File: config.mk
export PLATFORM = sky130hd
export DESIGN_NAME = mmcs_mgmt_ctrl
export DESIGN_NICKNAME = d
export VERILOG_FILES = /design/src/mmcs_pkg.sv /design/src/mmcs_pin_sync.sv /design/src/mmcs_timer.sv /design/src/mmcs_mgmt_ctrl.sv
export SDC_FILE = /design/constraint.sdc
export NUM_CORES = 2
export LEC_CHECK = 0
export BUFFER_PORTS_ARGS = -buffer_cell sky130_fd_sc_hd__clkbuf_2
export CORE_ASPECT_RATIO = 0.6
export CORE_UTILIZATION = 45
export CTS_BUF_LIST = sky130_fd_sc_hd__clkbuf_16
export DETAILED_ROUTE_END_ITERATION = 8
export PLACE_DENSITY_LB_ADDON = 0.12
export SLEW_MARGIN = 5
export SYNTH_ARGS = -nofsm -noshare
export SYNTH_HDL_FRONTEND = slang
export SYNTH_SLANG_ARGS = --single-unit
File: constraint.sdc
create_clock -name clk_sys -period 4.3 [get_ports clk_sys]
set_clock_uncertainty 0.05 [all_clocks]
set_input_delay 0.43 -clock clk_sys [delete_from_list [all_inputs] [get_ports clk_sys]]
set_output_delay 0.43 -clock clk_sys [all_outputs]
set_load 0.1 [all_outputs]
File: src/mmcs_pkg.sv
// Purpose: shared constants and carrier types of the module management control block
// Assumes: 40 MHz system clock; byte offsets of the management map are 8-bit
// Notes:   management map layout lives here

package mmcs_pkg;

   // ==========================================================
   // clock and timing
   localparam int CLK_FREQ_HZ      = 40_000_000;
   localparam int CYCLES_PER_MS    = CLK_FREQ_HZ / 1000;
   // longest initialisation time, in ms
   localparam int T_INIT_MS        = 2000;
   localparam int INIT_MAX_CYCLES  = T_INIT_MS * CYCLES_PER_MS;
   // shortest reset pulse, in us, rounded up
   localparam int T_RESET_MIN_US   = 2;
   localparam int RESET_MIN_CYCLES = (T_RESET_MIN_US * CYCLES_PER_MS + 999) / 1000;
   // strictly longer than the minimum
   localparam int RESET_HOLD_CYCLES = RESET_MIN_CYCLES + 1;
   // real init delay, far inside the maximum
   localparam int INIT_DEFAULT_CYCLES = 1024;

   // ==========================================================
   // management map
   localparam logic [6:0] DEV_ADDR      = 7'h50;
   localparam logic [7:0] ADDR_STATUS   = 8'h02;
   localparam int         DNR_BIT       = 0;
   localparam logic [7:0] ADDR_FLAG_LOS = 8'h03;
   localparam logic [7:0] ADDR_FLAG_TXF = 8'h04;
   localparam logic [7:0] ADDR_FLAG_RDY = 8'h05;
   localparam logic [7:0] ADDR_CTRL_PWR = 8'h5D;
   localparam int         PDOWN_BIT     = 1;
   localparam logic [7:0] ADDR_MASK_LOS = 8'h64;
   localparam logic [7:0] ADDR_MASK_TXF = 8'h65;
   localparam logic [7:0] ADDR_MASK_RDY = 8'h66;
   localparam logic [7:0] ADDR_PAGE     = 8'h7F;
   localparam logic [7:0] USER_PAGE     = 8'h02;
   localparam int         UPPER_BIT     = 7;
   localparam int         USER_DEPTH    = 128;

   // ==========================================================
   // carriers
   typedef struct packed {
      logic scl;
      logic sda;
      logic selN;
      logic rstN;
      logic lowPower;
   } mmcs_pins_s;

   localparam mmcs_pins_s PINS_IDLE = '{scl: 1'h1, sda: 1'h1, selN: 1'h1, rstN: 1'h1,
                                        lowPower: 1'h0};

   typedef struct packed {
      logic [3:0] los;
      logic [3:0] txFault;
   } mmcs_cond_s;

   typedef enum logic [2:0] {
      I2C_IDLE = 3'h0,
      I2C_ADDR = 3'h1,
      I2C_AACK = 3'h3,
      I2C_WR   = 3'h2,
      I2C_WACK = 3'h6,
      I2C_RD   = 3'h7,
      I2C_RACK = 3'h5
   } mmcs_i2c_e;

endpackage

File: src/mmcs_pin_sync.sv
// Purpose: three-stage pin synchroniser with agreement filter
// Assumes: inputs are asynchronous to clk_sys
// Notes:   output changes only when stages two and three agree

`timescale 1ns/1ps
`default_nettype none

module mmcs_pin_sync #(
   parameter int               WIDTH     = 1,
   parameter logic [WIDTH-1:0] RESET_VAL = '0
) (
   input  wire logic             clk_sys,
   input  wire logic             arst_n,
   input  wire logic             ce,
   input  wire logic [WIDTH-1:0] din,
   output logic      [WIDTH-1:0] dout
);

   typedef struct packed {
      logic [WIDTH-1:0] s1;
      logic [WIDTH-1:0] s2;
      logic [WIDTH-1:0] s3;
      logic [WIDTH-1:0] filt;
   } mmcs_sync_s;

   mmcs_sync_s st;
   mmcs_sync_s next_st;

   always_comb
   begin
      next_st    = st;
      next_st.s1 = din;
      next_st.s2 = st.s1;
      next_st.s3 = st.s2;
      // s1 is read by s2 only
      for (int i = 0; i < WIDTH; i++)
      begin
         if (st.s2[i] == st.s3[i])
         begin
            next_st.filt[i] = st.s3[i];
         end
      end
   end

   always_ff @(posedge clk_sys or negedge arst_n)
   begin
      if (!arst_n)
      begin
         st <= {RESET_VAL, RESET_VAL, RESET_VAL, RESET_VAL};
      end
      else if (ce)
      begin
         st <= next_st;
      end
   end

   assign dout = st.filt;

endmodule

`default_nettype wire

File: src/mmcs_timer.sv
// Purpose: saturating counter flagging a cycle count
// Assumes: LIMIT fits in WIDTH bits
// Notes:   clear has priority over counting

`timescale 1ns/1ps
`default_nettype none

module mmcs_timer #(
   parameter int LIMIT = 16,
   parameter int WIDTH = $clog2(LIMIT + 1)
) (
   input  wire logic clk_sys,
   input  wire logic arst_n,
   input  wire logic ce,
   input  wire logic clear,
   output logic      expired
);

   localparam logic [WIDTH-1:0] LIMIT_W = LIMIT[WIDTH-1:0];

   typedef struct packed {
      logic [WIDTH-1:0] cnt;
   } mmcs_timer_s;

   mmcs_timer_s st;
   mmcs_timer_s next_st;

   always_comb
   begin
      next_st = st;
      if (clear)
      begin
         next_st.cnt = '0;
      end
      else if (st.cnt != LIMIT_W)
      begin
         next_st.cnt = st.cnt + {{(WIDTH-1){1'h0}}, 1'h1};
      end
   end

   always_ff @(posedge clk_sys or negedge arst_n)
   begin
      if (!arst_n)
      begin
         st <= '0;
      end
      else if (ce)
      begin
         st <= next_st;
      end
   end

   assign expired = (st.cnt == LIMIT_W);

endmodule

`default_nettype wire

File: src/mmcs_mgmt_ctrl.sv
// Purpose: management control and status of a pluggable module: init, reset
//          filter, select-gated two-wire slave, flags, interrupt
// Assumes: arst_n is the power-on reset; condition inputs are on clk_sys
// Notes:   two-wire pins are oversampled; scl must be far slower than clk_sys

`timescale 1ns/1ps
`default_nettype none

// Functional notes
// fully functional within 2000 ms of start
// reset only after low beyond 2 us
// bus answers within 2000 ms of power-on
// init clears not-ready bit, asserts interrupt
// functional within 2000 ms after reset release
// fully functional equals not-ready bit cleared
// low power pin enters low power quickly
// condition drives interrupt low within 200 ms
// read clear releases interrupt within 500 us
// flags clear on read, after stop
// mask and power writes act promptly
// loss of signal sets flag, interrupt
// any condition sets its flag, interrupt
// set mask stops flag's interrupt
// cleared mask resumes flag's interrupt
// selected module answers bus within 100 us
// deselected module stops answering within 100 us
// power-down bit enters low power
// power-down clear returns to full function
// page 2 is free user storage
// slave address is 1010000
// interrupt held while unmasked flag set
// short reset pulses are ignored
module mmcs_mgmt_ctrl
   import mmcs_pkg::*;
#(
   parameter int INIT_CYCLES = INIT_DEFAULT_CYCLES
) (
   input  wire logic       clk_sys,
   input  wire logic       arst_n,
   input  wire logic       ce,
   input  wire logic       sclIn,
   input  wire logic       sdaIn,
   output logic            sdaOut,
   output logic            sdaOe,
   input  wire logic       moduleSelectN,
   input  wire logic       moduleResetN,
   input  wire logic       lowPowerPin,
   input  wire mmcs_cond_s condIn,
   output logic            interruptN,
   output logic            modulePresentN,
   output logic            lowPowerOut,
   output logic            dataNotReady,
   output logic            fullyFunctional
);

   // ==========================================================
   // state
   typedef struct packed {
      mmcs_i2c_e                  state;
      logic [3:0]                 bitCnt;
      logic [7:0]                 shift;
      logic                       isRead;
      logic                       ackPhase;
      logic                       ptrLoaded;
      logic [7:0]                 ptr;
      logic                       sdaDrive;
      logic                       sclPrev;
      logic                       sdaPrev;
      logic [3:0]                 los;
      logic [3:0]                 txFault;
      logic                       ready;
      logic                       clrLos;
      logic                       clrTxf;
      logic                       clrRdy;
      logic [3:0]                 maskLos;
      logic [3:0]                 maskTxf;
      logic                       maskRdy;
      logic [7:0]                 ctrl;
      logic [7:0]                 page;
      logic                       initDonePrev;
      logic                       dnr;
      logic                       intPending;
      logic                       lowPower;
      logic [USER_DEPTH-1:0][7:0] userMem;
   } mmcs_state_s;

   mmcs_state_s st;
   mmcs_state_s next_st;
   mmcs_pins_s  pin;
   logic        rstHeld;
   logic        initDone;
   logic        inReset;
   logic        active;
   logic        sclRise;
   logic        sclFall;
   logic        startCond;
   logic        stopCond;
   logic [7:0]  inByte;
   logic [7:0]  rdByte;
   logic        doLoad;

   // ==========================================================
   // map access
   function automatic logic [7:0] mmcs_read(input mmcs_state_s s, input logic [7:0] a);
      logic [7:0] r;
      r = 8'h00;
      if (a[UPPER_BIT])
      begin
         // user page store
         if (s.page == USER_PAGE)
         begin
            r = s.userMem[a[6:0]];
         end
      end
      else
      begin
         case (a)
            ADDR_STATUS:   r[DNR_BIT] = s.dnr;
            ADDR_FLAG_LOS: r = {4'h0, s.los};
            ADDR_FLAG_TXF: r = {4'h0, s.txFault};
            ADDR_FLAG_RDY: r = {7'h00, s.ready};
            ADDR_CTRL_PWR: r = s.ctrl;
            ADDR_MASK_LOS: r = {4'h0, s.maskLos};
            ADDR_MASK_TXF: r = {4'h0, s.maskTxf};
            ADDR_MASK_RDY: r = {7'h00, s.maskRdy};
            ADDR_PAGE:     r = s.page;
            default:       r = 8'h00;
         endcase
      end
      return r;
   endfunction

   function automatic mmcs_state_s mmcs_write(input mmcs_state_s s, input logic [7:0] a,
                                              input logic [7:0] d);
      mmcs_state_s r;
      r = s;
      if (a[UPPER_BIT])
      begin
         // user page store
         if (s.page == USER_PAGE)
         begin
            r.userMem[a[6:0]] = d;
         end
      end
      else
      begin
         // writes act at once
         case (a)
            ADDR_CTRL_PWR: r.ctrl    = d;
            ADDR_MASK_LOS: r.maskLos = d[3:0];
            ADDR_MASK_TXF: r.maskTxf = d[3:0];
            ADDR_MASK_RDY: r.maskRdy = d[0];
            ADDR_PAGE:     r.page    = d;
            default:       r.page    = s.page;
         endcase
      end
      return r;
   endfunction

   // ==========================================================
   // pin conditioning and timers
   mmcs_pin_sync #(
      .WIDTH     (5),
      .RESET_VAL (PINS_IDLE)
   ) u_pin_sync (
      .clk_sys (clk_sys),
      .arst_n  (arst_n),
      .ce      (ce),
      .din     ({sclIn, sdaIn, moduleSelectN, moduleResetN, lowPowerPin}),
      .dout    (pin)
   );

   // low width filter
   mmcs_timer #(
      .LIMIT (RESET_HOLD_CYCLES)
   ) u_reset_timer (
      .clk_sys (clk_sys),
      .arst_n  (arst_n),
      .ce      (ce),
      .clear   (pin.rstN),
      .expired (rstHeld)
   );

   // init delay
   mmcs_timer #(
      .LIMIT (INIT_CYCLES)
   ) u_init_timer (
      .clk_sys (clk_sys),
      .arst_n  (arst_n),
      .ce      (ce),
      .clear   (inReset),
      .expired (initDone)
   );

   // glitch never clears init timer
   assign inReset   = rstHeld;
   // select gates slave
   assign active    = !pin.selN && initDone && !inReset;
   assign sclRise   = pin.scl && !st.sclPrev;
   assign sclFall   = !pin.scl && st.sclPrev;
   assign startCond = pin.scl && st.sclPrev && st.sdaPrev && !pin.sda;
   assign stopCond  = pin.scl && st.sclPrev && !st.sdaPrev && pin.sda;
   assign inByte    = {st.shift[6:0], pin.sda};
   assign rdByte    = mmcs_read(st, st.ptr);

   // ==========================================================
   // next state
   always_comb
   begin
      next_st         = st;
      doLoad          = 1'h0;
      next_st.sclPrev = pin.scl;
      next_st.sdaPrev = pin.sda;
      next_st.initDonePrev = initDone;

      // clear after stop; set wins
      // loss of signal latch
      next_st.los     = (st.los & ~{4{stopCond & st.clrLos}}) | condIn.los;
      // flag latch
      next_st.txFault = (st.txFault & ~{4{stopCond & st.clrTxf}}) | condIn.txFault;
      // ready event flag
      next_st.ready   = (st.ready & ~(stopCond & st.clrRdy)) | (initDone & !st.initDonePrev);
      if (stopCond)
      begin
         next_st.clrLos = 1'h0;
         next_st.clrTxf = 1'h0;
         next_st.clrRdy = 1'h0;
      end

      // deselect drops slave
      if (!active)
      begin
         next_st.state    = I2C_IDLE;
         next_st.sdaDrive = 1'h0;
         next_st.ackPhase = 1'h0;
      end
      else if (startCond)
      begin
         next_st.state     = I2C_ADDR;
         next_st.bitCnt    = 4'h0;
         next_st.ptrLoaded = 1'h0;
         next_st.sdaDrive  = 1'h0;
         next_st.ackPhase  = 1'h0;
      end
      else if (stopCond)
      begin
         next_st.state    = I2C_IDLE;
         next_st.sdaDrive = 1'h0;
      end
      else
      begin
         case (st.state)
            I2C_IDLE:
            begin
               next_st.sdaDrive = 1'h0;
            end
            I2C_ADDR:
            begin
               if (sclRise)
               begin
                  next_st.shift  = inByte;
                  next_st.bitCnt = st.bitCnt + 4'h1;
                  if (st.bitCnt == 4'h7)
                  begin
                     next_st.bitCnt = 4'h0;
                     // address match
                     if (inByte[7:1] == DEV_ADDR)
                     begin
                        next_st.state    = I2C_AACK;
                        next_st.isRead   = inByte[0];
                        next_st.ackPhase = 1'h0;
                     end
                     else
                     begin
                        next_st.state = I2C_IDLE;
                     end
                  end
               end
            end
            I2C_AACK, I2C_WACK:
            begin
               if (sclFall)
               begin
                  if (!st.ackPhase)
                  begin
                     next_st.sdaDrive = 1'h1;
                     next_st.ackPhase = 1'h1;
                  end
                  else
                  begin
                     next_st.sdaDrive = 1'h0;
                     next_st.ackPhase = 1'h0;
                     next_st.bitCnt   = 4'h0;
                     if (st.state == I2C_AACK && st.isRead)
                     begin
                        doLoad = 1'h1;
                     end
                     else
                     begin
                        next_st.state = I2C_WR;
                     end
                  end
               end
            end
            I2C_WR:
            begin
               if (sclRise)
               begin
                  next_st.shift  = inByte;
                  next_st.bitCnt = st.bitCnt + 4'h1;
                  if (st.bitCnt == 4'h7)
                  begin
                     if (!st.ptrLoaded)
                     begin
                        next_st.ptr       = inByte;
                        next_st.ptrLoaded = 1'h1;
                     end
                     else
                     begin
                        next_st     = mmcs_write(next_st, st.ptr, inByte);
                        next_st.ptr = st.ptr + 8'h01;
                     end
                     next_st.state    = I2C_WACK;
                     next_st.bitCnt   = 4'h0;
                     next_st.ackPhase = 1'h0;
                  end
               end
            end
            I2C_RD:
            begin
               if (sclFall)
               begin
                  if (st.bitCnt == 4'h8)
                  begin
                     // free line for master ack
                     next_st.sdaDrive = 1'h0;
                     next_st.ackPhase = 1'h0;
                     next_st.state    = I2C_RACK;
                  end
                  else
                  begin
                     next_st.sdaDrive = !st.shift[7];
                     next_st.shift    = {st.shift[6:0], 1'h0};
                     next_st.bitCnt   = st.bitCnt + 4'h1;
                  end
               end
            end
            I2C_RACK:
            begin
               if (sclRise)
               begin
                  next_st.ackPhase = !pin.sda;
               end
               else if (sclFall)
               begin
                  next_st.ackPhase = 1'h0;
                  if (st.ackPhase)
                  begin
                     doLoad = 1'h1;
                  end
                  else
                  begin
                     // master declined, wait for stop
                     next_st.state = I2C_IDLE;
                  end
               end
            end
            default:
            begin
               next_st.state    = I2C_IDLE;
               next_st.sdaDrive = 1'h0;
            end
         endcase
      end

      if (doLoad)
      begin
         next_st.state    = I2C_RD;
         next_st.sdaDrive = !rdByte[7];
         next_st.shift    = {rdByte[6:0], 1'h0};
         next_st.bitCnt   = 4'h1;
         next_st.ptr      = st.ptr + 8'h01;
         // mark flag byte read
         if (st.ptr == ADDR_FLAG_LOS)
         begin
            next_st.clrLos = 1'h1;
         end
         if (st.ptr == ADDR_FLAG_TXF)
         begin
            next_st.clrTxf = 1'h1;
         end
         if (st.ptr == ADDR_FLAG_RDY)
         begin
            next_st.clrRdy = 1'h1;
         end
      end

      // user page survives module reset
      if (inReset)
      begin
         next_st.state    = I2C_IDLE;
         next_st.sdaDrive = 1'h0;
         next_st.los      = 4'h0;
         next_st.txFault  = 4'h0;
         next_st.ready    = 1'h0;
         next_st.clrLos   = 1'h0;
         next_st.clrTxf   = 1'h0;
         next_st.clrRdy   = 1'h0;
         next_st.maskLos  = 4'h0;
         next_st.maskTxf  = 4'h0;
         next_st.maskRdy  = 1'h0;
         next_st.ctrl     = 8'h00;
         next_st.page     = 8'h00;
      end

      // not-ready tracks init
      next_st.dnr = !initDone || inReset;
      // any unmasked flag holds
      // masked flags excluded
      // unmasked flags included
      next_st.intPending = |(st.los & ~st.maskLos) | |(st.txFault & ~st.maskTxf) |
                           (st.ready & !st.maskRdy);
      // pin low power
      // power-down bit
      // clearing restores function
      next_st.lowPower = pin.lowPower | st.ctrl[PDOWN_BIT];
   end

   always_ff @(posedge clk_sys or negedge arst_n)
   begin
      if (!arst_n)
      begin
         st         <= '0;
         st.state   <= I2C_IDLE;
         st.sclPrev <= 1'h1;
         st.sdaPrev <= 1'h1;
         st.dnr     <= 1'h1;
      end
      else if (ce)
      begin
         st <= next_st;
      end
   end

   // ==========================================================
   // outputs
   // interrupt follows pending
   // released after clear
   assign interruptN      = !st.intPending;
   // slave open drain
   assign sdaOut          = 1'h0;
   assign sdaOe           = st.sdaDrive;
   assign modulePresentN  = 1'h0;
   assign lowPowerOut     = st.lowPower;
   assign dataNotReady    = st.dnr;
   // function after release
   assign fullyFunctional = !st.dnr;

endmodule

`default_nettype wire

Yosys cells after proc, flatten, opt, wreduce, memory -nomap -nowiden
Index checks and enable logic that the tools add are counted.
{"block": "word_totals", "regBits": 1132, "output_inout_bits": 7, "word_cells": 445}
{"block": "classes", "add_sub_neg": 4, "magnitude_cmp": 2, "n_eq_ne": 82, "muxes": 100, "bitwise": 23, "n_reduce_logical": 71}
{"operator": "$mux 1094", "n": 6}
{"operator": "$mux 1067", "n": 4}
{"operator": "$mux 1024", "n": 2}
{"operator": "$mux 1053", "n": 1}
{"operator": "$bwmux 1024", "n": 1}
{"operator": "$ne 7x7->1 const B", "n": 13}
{"operator": "$mux 8", "n": 9}
{"operator": "$reduce_and 10->1", "n": 7}
{"operator": "$mux 17", "n": 4}
{"operator": "$ne 4x4->1 const B", "n": 15}
{"operator": "$bmux 8 s7", "n": 1}
{"operator": "$demux 8 s7", "n": 1}
{"operator": "$mux 7", "n": 7}
{"operator": "$mux 15", "n": 3}
{"operator": "$ne 5x5->1 const B", "n": 9}
{"operator": "$pmux 7 s6", "n": 1}
{"operator": "$eq 8x7->1 const B", "n": 5}
{"operator": "$mux 37", "n": 1}
{"operator": "$reduce_bool 2->1", "n": 18}
{"operator": "$mux 3", "n": 10}
{"operator": "$mux 9", "n": 3}
{"operator": "$mux 1", "n": 26}
{"operator": "$mux 25", "n": 1}
{"operator": "$eq 8x2->1 const B", "n": 3}
{"operator": "other kinds (58)", "n": 131}

Longest topological paths before layout
{"block": "depth", "word_depth": 21, "mapped_depth": 15}

Cells and area by module
Synthesis repeated with hierarchy kept, for this count alone.
{"block": "hier_totals", "cells_unflattened": 4098, "area_unflattened_um2": 52695.5}
{"module": "mmcs_mgmt_ctrl", "instances": 1, "cells_per_inst": 3905, "area_per_inst_um2": 50582.3}
{"module": "mmcs_pin_sync", "instances": 1, "cells_per_inst": 62, "area_per_inst_um2": 875.8}
{"module": "mmcs_timer at u_init_timer", "instances": 1, "cells_per_inst": 83, "area_per_inst_um2": 787.0}
{"module": "mmcs_timer at u_reset_timer", "instances": 1, "cells_per_inst": 48, "area_per_inst_um2": 450.4}

Worst setup path after synthesis
OpenSTA, ideal clock, no wires.
{"block": "synth_timing", "path_kind": "flip-flop to flip-flop", "start": "register st[1069] (netlist name)", "end": "register st[1037] (netlist name)", "setup_time_ns": 0.143, "arrival_time_ns": 2.871, "required_ns": 4.107, "slack_ns": 1.237, "stages_incl_launch_ff": 15, "n_path_buf": 7, "period_less_slack_ns": 3.063, "cell_sequence": "dfrtp_1 > buf_6 > buf_6 > inv_1 > buf_2 > buf_2 > buf_2 > clkbuf_1 > ha_1 > nand2_1 > nor3_2 > o21ai_0 > clkbuf_1 > nand2_1 > o21ai_0"}
{"block": "synth_between", "elab_chain_cells": 3}
{"item": "from (decl)", "line": "mmcs_mgmt_ctrl.sv:87", "source": "mmcs_state_s st;"}
{"item": "from (signal assigned)", "line": "mmcs_mgmt_ctrl.sv:441", "source": "st <= next_st;"}
{"item": "$eq 8x7->1", "line": "mmcs_mgmt_ctrl.sv:148", "source": "case (a)"}
{"item": "$reduce_bool 2->1 (no source line)"}
{"item": "$reduce_and 10->1 (no source line)"}
Every way passes these cells.
A chain may end at the register's enable or synchronous reset.

Final worst setup path
{"block": "layout_timing", "start": "register st[1068] (netlist name)", "end": "register st (netlist bit inByte[2])"}
{"block": "layout_between", "elab_chain_cells": 5, "elab_cells_between_ends": 15}
{"item": "$bmux 8 s7", "line": "mmcs_mgmt_ctrl.sv:112", "source": "r = s.userMem[a[6:0]];"}
{"item": "$mux 8 (not written as such)", "line": "mmcs_mgmt_ctrl.sv:112"}
{"item": "$mux 8", "line": "mmcs_mgmt_ctrl.sv:110", "source": "if (s.page == USER_PAGE)"}
{"item": "$mux 8 (*)", "line": "mmcs_mgmt_ctrl.sv:107", "source": "if (a[UPPER_BIT])"}
{"item": "$mux 15 (*)", "line": "mmcs_mgmt_ctrl.sv:376", "source": "if (doLoad)"}
Every way passes the cells marked *; elsewhere a longest branch is shown, timed or not. The select of a mux whose other input is x is not followed.

==> results_dict.tcl <==
set metrics [dict create \
    setup_slack_ns -0.00617 \
    finalHoldViolations 0 \
    p_sw_mw 5.02 \
    clock_latency_ns 0.74 \
    drc_errors 0 \
    syn_inst 4146 \
    fmax_mhz 232 \
    cp_max_fo 29 \
    cts_tree "built" \
    synthArstFlopShare_pct 100 \
    drive_gt1_share_pct 37.4 \
    drt-initial-drc-count 3917 \
    cts.reportedPaths.clkPinSlew_ns 0.06 \
    place_congestion 0.886 \
    utilization_pct 50.5 \
    p_int_mw 15.7 \
    ys.flop_type "dfrtp_1" \
    combPwrFrac_pct 3.9 \
    htreeDepth 3 \
    overflow 0 \
    fp-row-count 97 \
    grt_max_degree 153 \
    cts.sinks 1132 \
    power_density_nw_per_um2 351 \
    end_kind "flip-flop" \
    hold_class "input pin to flip-flop" \
    worstPathArrival_ns 4.91 \
    seq_power_share_pct 52.4 \
    route.final.wire_length_mm 171 \
    fin_crit_ns 4.31 \
    wl_per_cell_um 29.4 \
    ant_nets 0 \
    die_w_um 446 \
    cellLeakagePower_nw 29.7 \
    port_buffers 20 \
    clockBufferDepth 3 \
    initial_utilization_pct 45.5 \
    track_usage_pct 28.6 \
    viasPerCell 6.23 \
    pin_count 23 \
    dieHeight_um 269 \
    yosys_warnings 0 \
    setup_tns_ns -0.00617 \
    violations "setup timing" \
    ys_seq_area_share_pct 53.2 \
    worstPathRequired_ns 4.91 \
    cts_inserted_buffers 108 \
    finalCritPeriodShare_pct 100 \
    avgSynthCellArea_um2 12.9 \
    first_global_vias 35000 \
    dr.pass1.iters 7 \
    critPathLaunchType "flip-flop" \
    irDropWorstVdd_mv 0.270 \
    rsz0062_at_grt "no" \
    outcome "complete, but fails checks" \
    grt_first_pass_wirelength_mm 252 \
    crit_type "flip-flop to flip-flop" \
    antenna_found_initial 3 \
    synth-seq-cells 1132 \
    syn2layout_area_growth_pct 11.0 \
    die_area_um2 120000 \
    cts-root-buf "clkbuf_16" \
    vias 36400 \
    slew_violations 0 \
    worstMarginPinSlew_ns 1.23 \
    yosysUniqueCellTypes 84 \
    place_hpwl_mm 113 \
    setup_viol 1 \
    maxCapViolCount 0 \
    max_slew_margin_pct 17.9 \
    synth-edff-count 0 \
    p_sw_share_pct 24.2 \
    clkPwrFrac_pct 43.7 \
    synth_area_um2 53300 \
    nets 4196 \
    core_area_um2 117000 \
]
-- cells by family after synthesis --
group	after synthesis	synth area share, %
AOI/OAI and AO/OA	746	9.61
adders and majority gates	10	0.235
other	1	0.00703
xor gates and xnor gates	9	0.148
DFF	1132	53.2
and+or+nand+nor	586	5.71
buffers and inverters	353	3.06
muxes	1309	28.1
-- repair_timing --
item                                   in CTS  in global routing
hold buffers                               14                  0
pin swaps                                   0                  1
gates resized for setup                     1                  0
endpoints found under the hold margin      70                  0
buffers inserted                            0                  1
setup endpoints to repair                   1                  3
-- layer usage --
layer  vias to the layer above  wire length (um)  global-route usage [%]
met5                         -                 0                       0
met2                      1440             66500                    37.0
li1                      15400                 -                       -
met3                       187             16900                    8.44
met4                         0              3230                    6.08
met1                     19300             84900                    46.0
-- worst max-delay path, stage by stage (launching register included) --
cell	delay (ns)
dfrtp_4	0.71
buf_4	0.29
nor3_4	0.57
buf_4	0.39
a221oi_1	0.12
o21ai_1	0.44
o21ai_0	0.35
mux4_2	0.62
a221oi_1	0.40
o21a_1	0.23
-- cells in the final DEF (no fill, tap or decap), types with 24 or more instances in the layout --
| cell type | n |
|---|---|
| dfrtp_1 | 1102 |
| mux2_2 | 1048 |
| nand2_1 | 220 |
| buf_4 | 172 |
| mux2i_1 | 167 |
| a21oi_1 | 162 |
| o21ai_0 | 154 |
| nor2_1 | 122 |
| clkbuf_16 | 110 |
| a221oi_1 | 79 |
| inv_1 | 58 |
| a22oi_1 | 57 |
| mux2_1 | 51 |
| a211oi_1 | 38 |
| nand3_1 | 36 |
| mux4_2 | 35 |
| a22o_1 | 33 |
| nand2_2 | 32 |
| o22ai_1 | 31 |
| a221o_1 | 30 |
| clkinv_1 | 26 |
| buf_12 | 26 |
| nand2_4 | 24 |
-- power groups by stage --
stage	logic (mW)	registers, mW	clock network (mW)
floorplan	0.341	11.1	0
global placement	0.811	11.1	0
detailed placement	0.809	11.1	0
CTS	0.820	10.9	9.21
global route	0.902	10.9	9.61
finish	0.813	10.9	9.06
-- per-stage QoR --
stage	hold WS (ns)	area, um2	power (mW)	setup slack, ns	std cells
5_1_grt	0.268	59200	21.4	0.0157	5838
6_report	0.231	59200	20.8	-0.00617	5838
3_5_place_dp	0.416	55800	11.9	-0.0294	5629
4_1_cts	0.175	59200	20.9	0.0450	5836
3_3_place_gp	0.418	55800	11.9	0.0282	5629
2_1_floorplan	0.0844	53300	11.4	1.24	4147
-- worst paths after layout --
check | slack [ns] | endpoint | depth (start not counted) | start
max | -0.006 | inByte[2] | 9 | st[1068]
max reg2reg | -0.006 | inByte[2] | 9 | st[1068]
min | 0.23 | st[1076] | 5 | ce
min in group asynchronous | 0.24 | st[209] | 2 | arst_n
max in group asynchronous | 2.67 | u_pin_sync.next_st[14] | 4 | arst_n
min reg2reg | 0.44 | st[135] | 1 | st[135]
-- flip-flops by register name, summed over array words and instances (netlist names) --
register,cells
dataNotReady,1
inByte,7
lowPowerOut,1
sdaOe,1
st,1084
u_init_timer.st,11
u_pin_sync.dout,5
u_pin_sync.next_st,10
u_pin_sync.st,5
u_reset_timer.st,7
-- synth_stat cells (all sizes together), types with 13 or more instances --
library cell,n,area share [%]
nor3,25,0.28
a22oi,57,0.80
o221ai,13,0.21
a22o,33,0.54
nand3,36,0.34
buf,130,1.5
o21ai,158,1.5
o2bb2ai,23,0.38
dfstp,19,0.94
nor2,140,1.2
a211oi,38,0.54
inv,33,0.23
o211ai,20,0.28
a221oi,80,1.3
nand2b,13,0.15
nand2,276,2.4
mux2,1107,23
mux2i,167,3.1
a221o,30,0.56
nor2b,18,0.21
o22ai,31,0.36
a21oi,162,1.5
mux4,35,1.5
clkbuf,189,1.3
a31oi,22,0.26
dfrtp,1113,52
-- cell type report --
| class | count | area (um2) |
|---|---|---|
| repair buffers | 232 | 2060 |
| fillers | 10200 | 57900 |
| well taps | 1584 | 1980 |
| clock inverters | 83 | 454 |
| multi-input cells | 2662 | 23400 |
| inverters | 34 | 131 |
| flip-flops and latches | 1132 | 28400 |
| clock buffers | 110 | 2750 |
| diodes | 1 | 2.50 |
(Power assumes the default switching activity.)
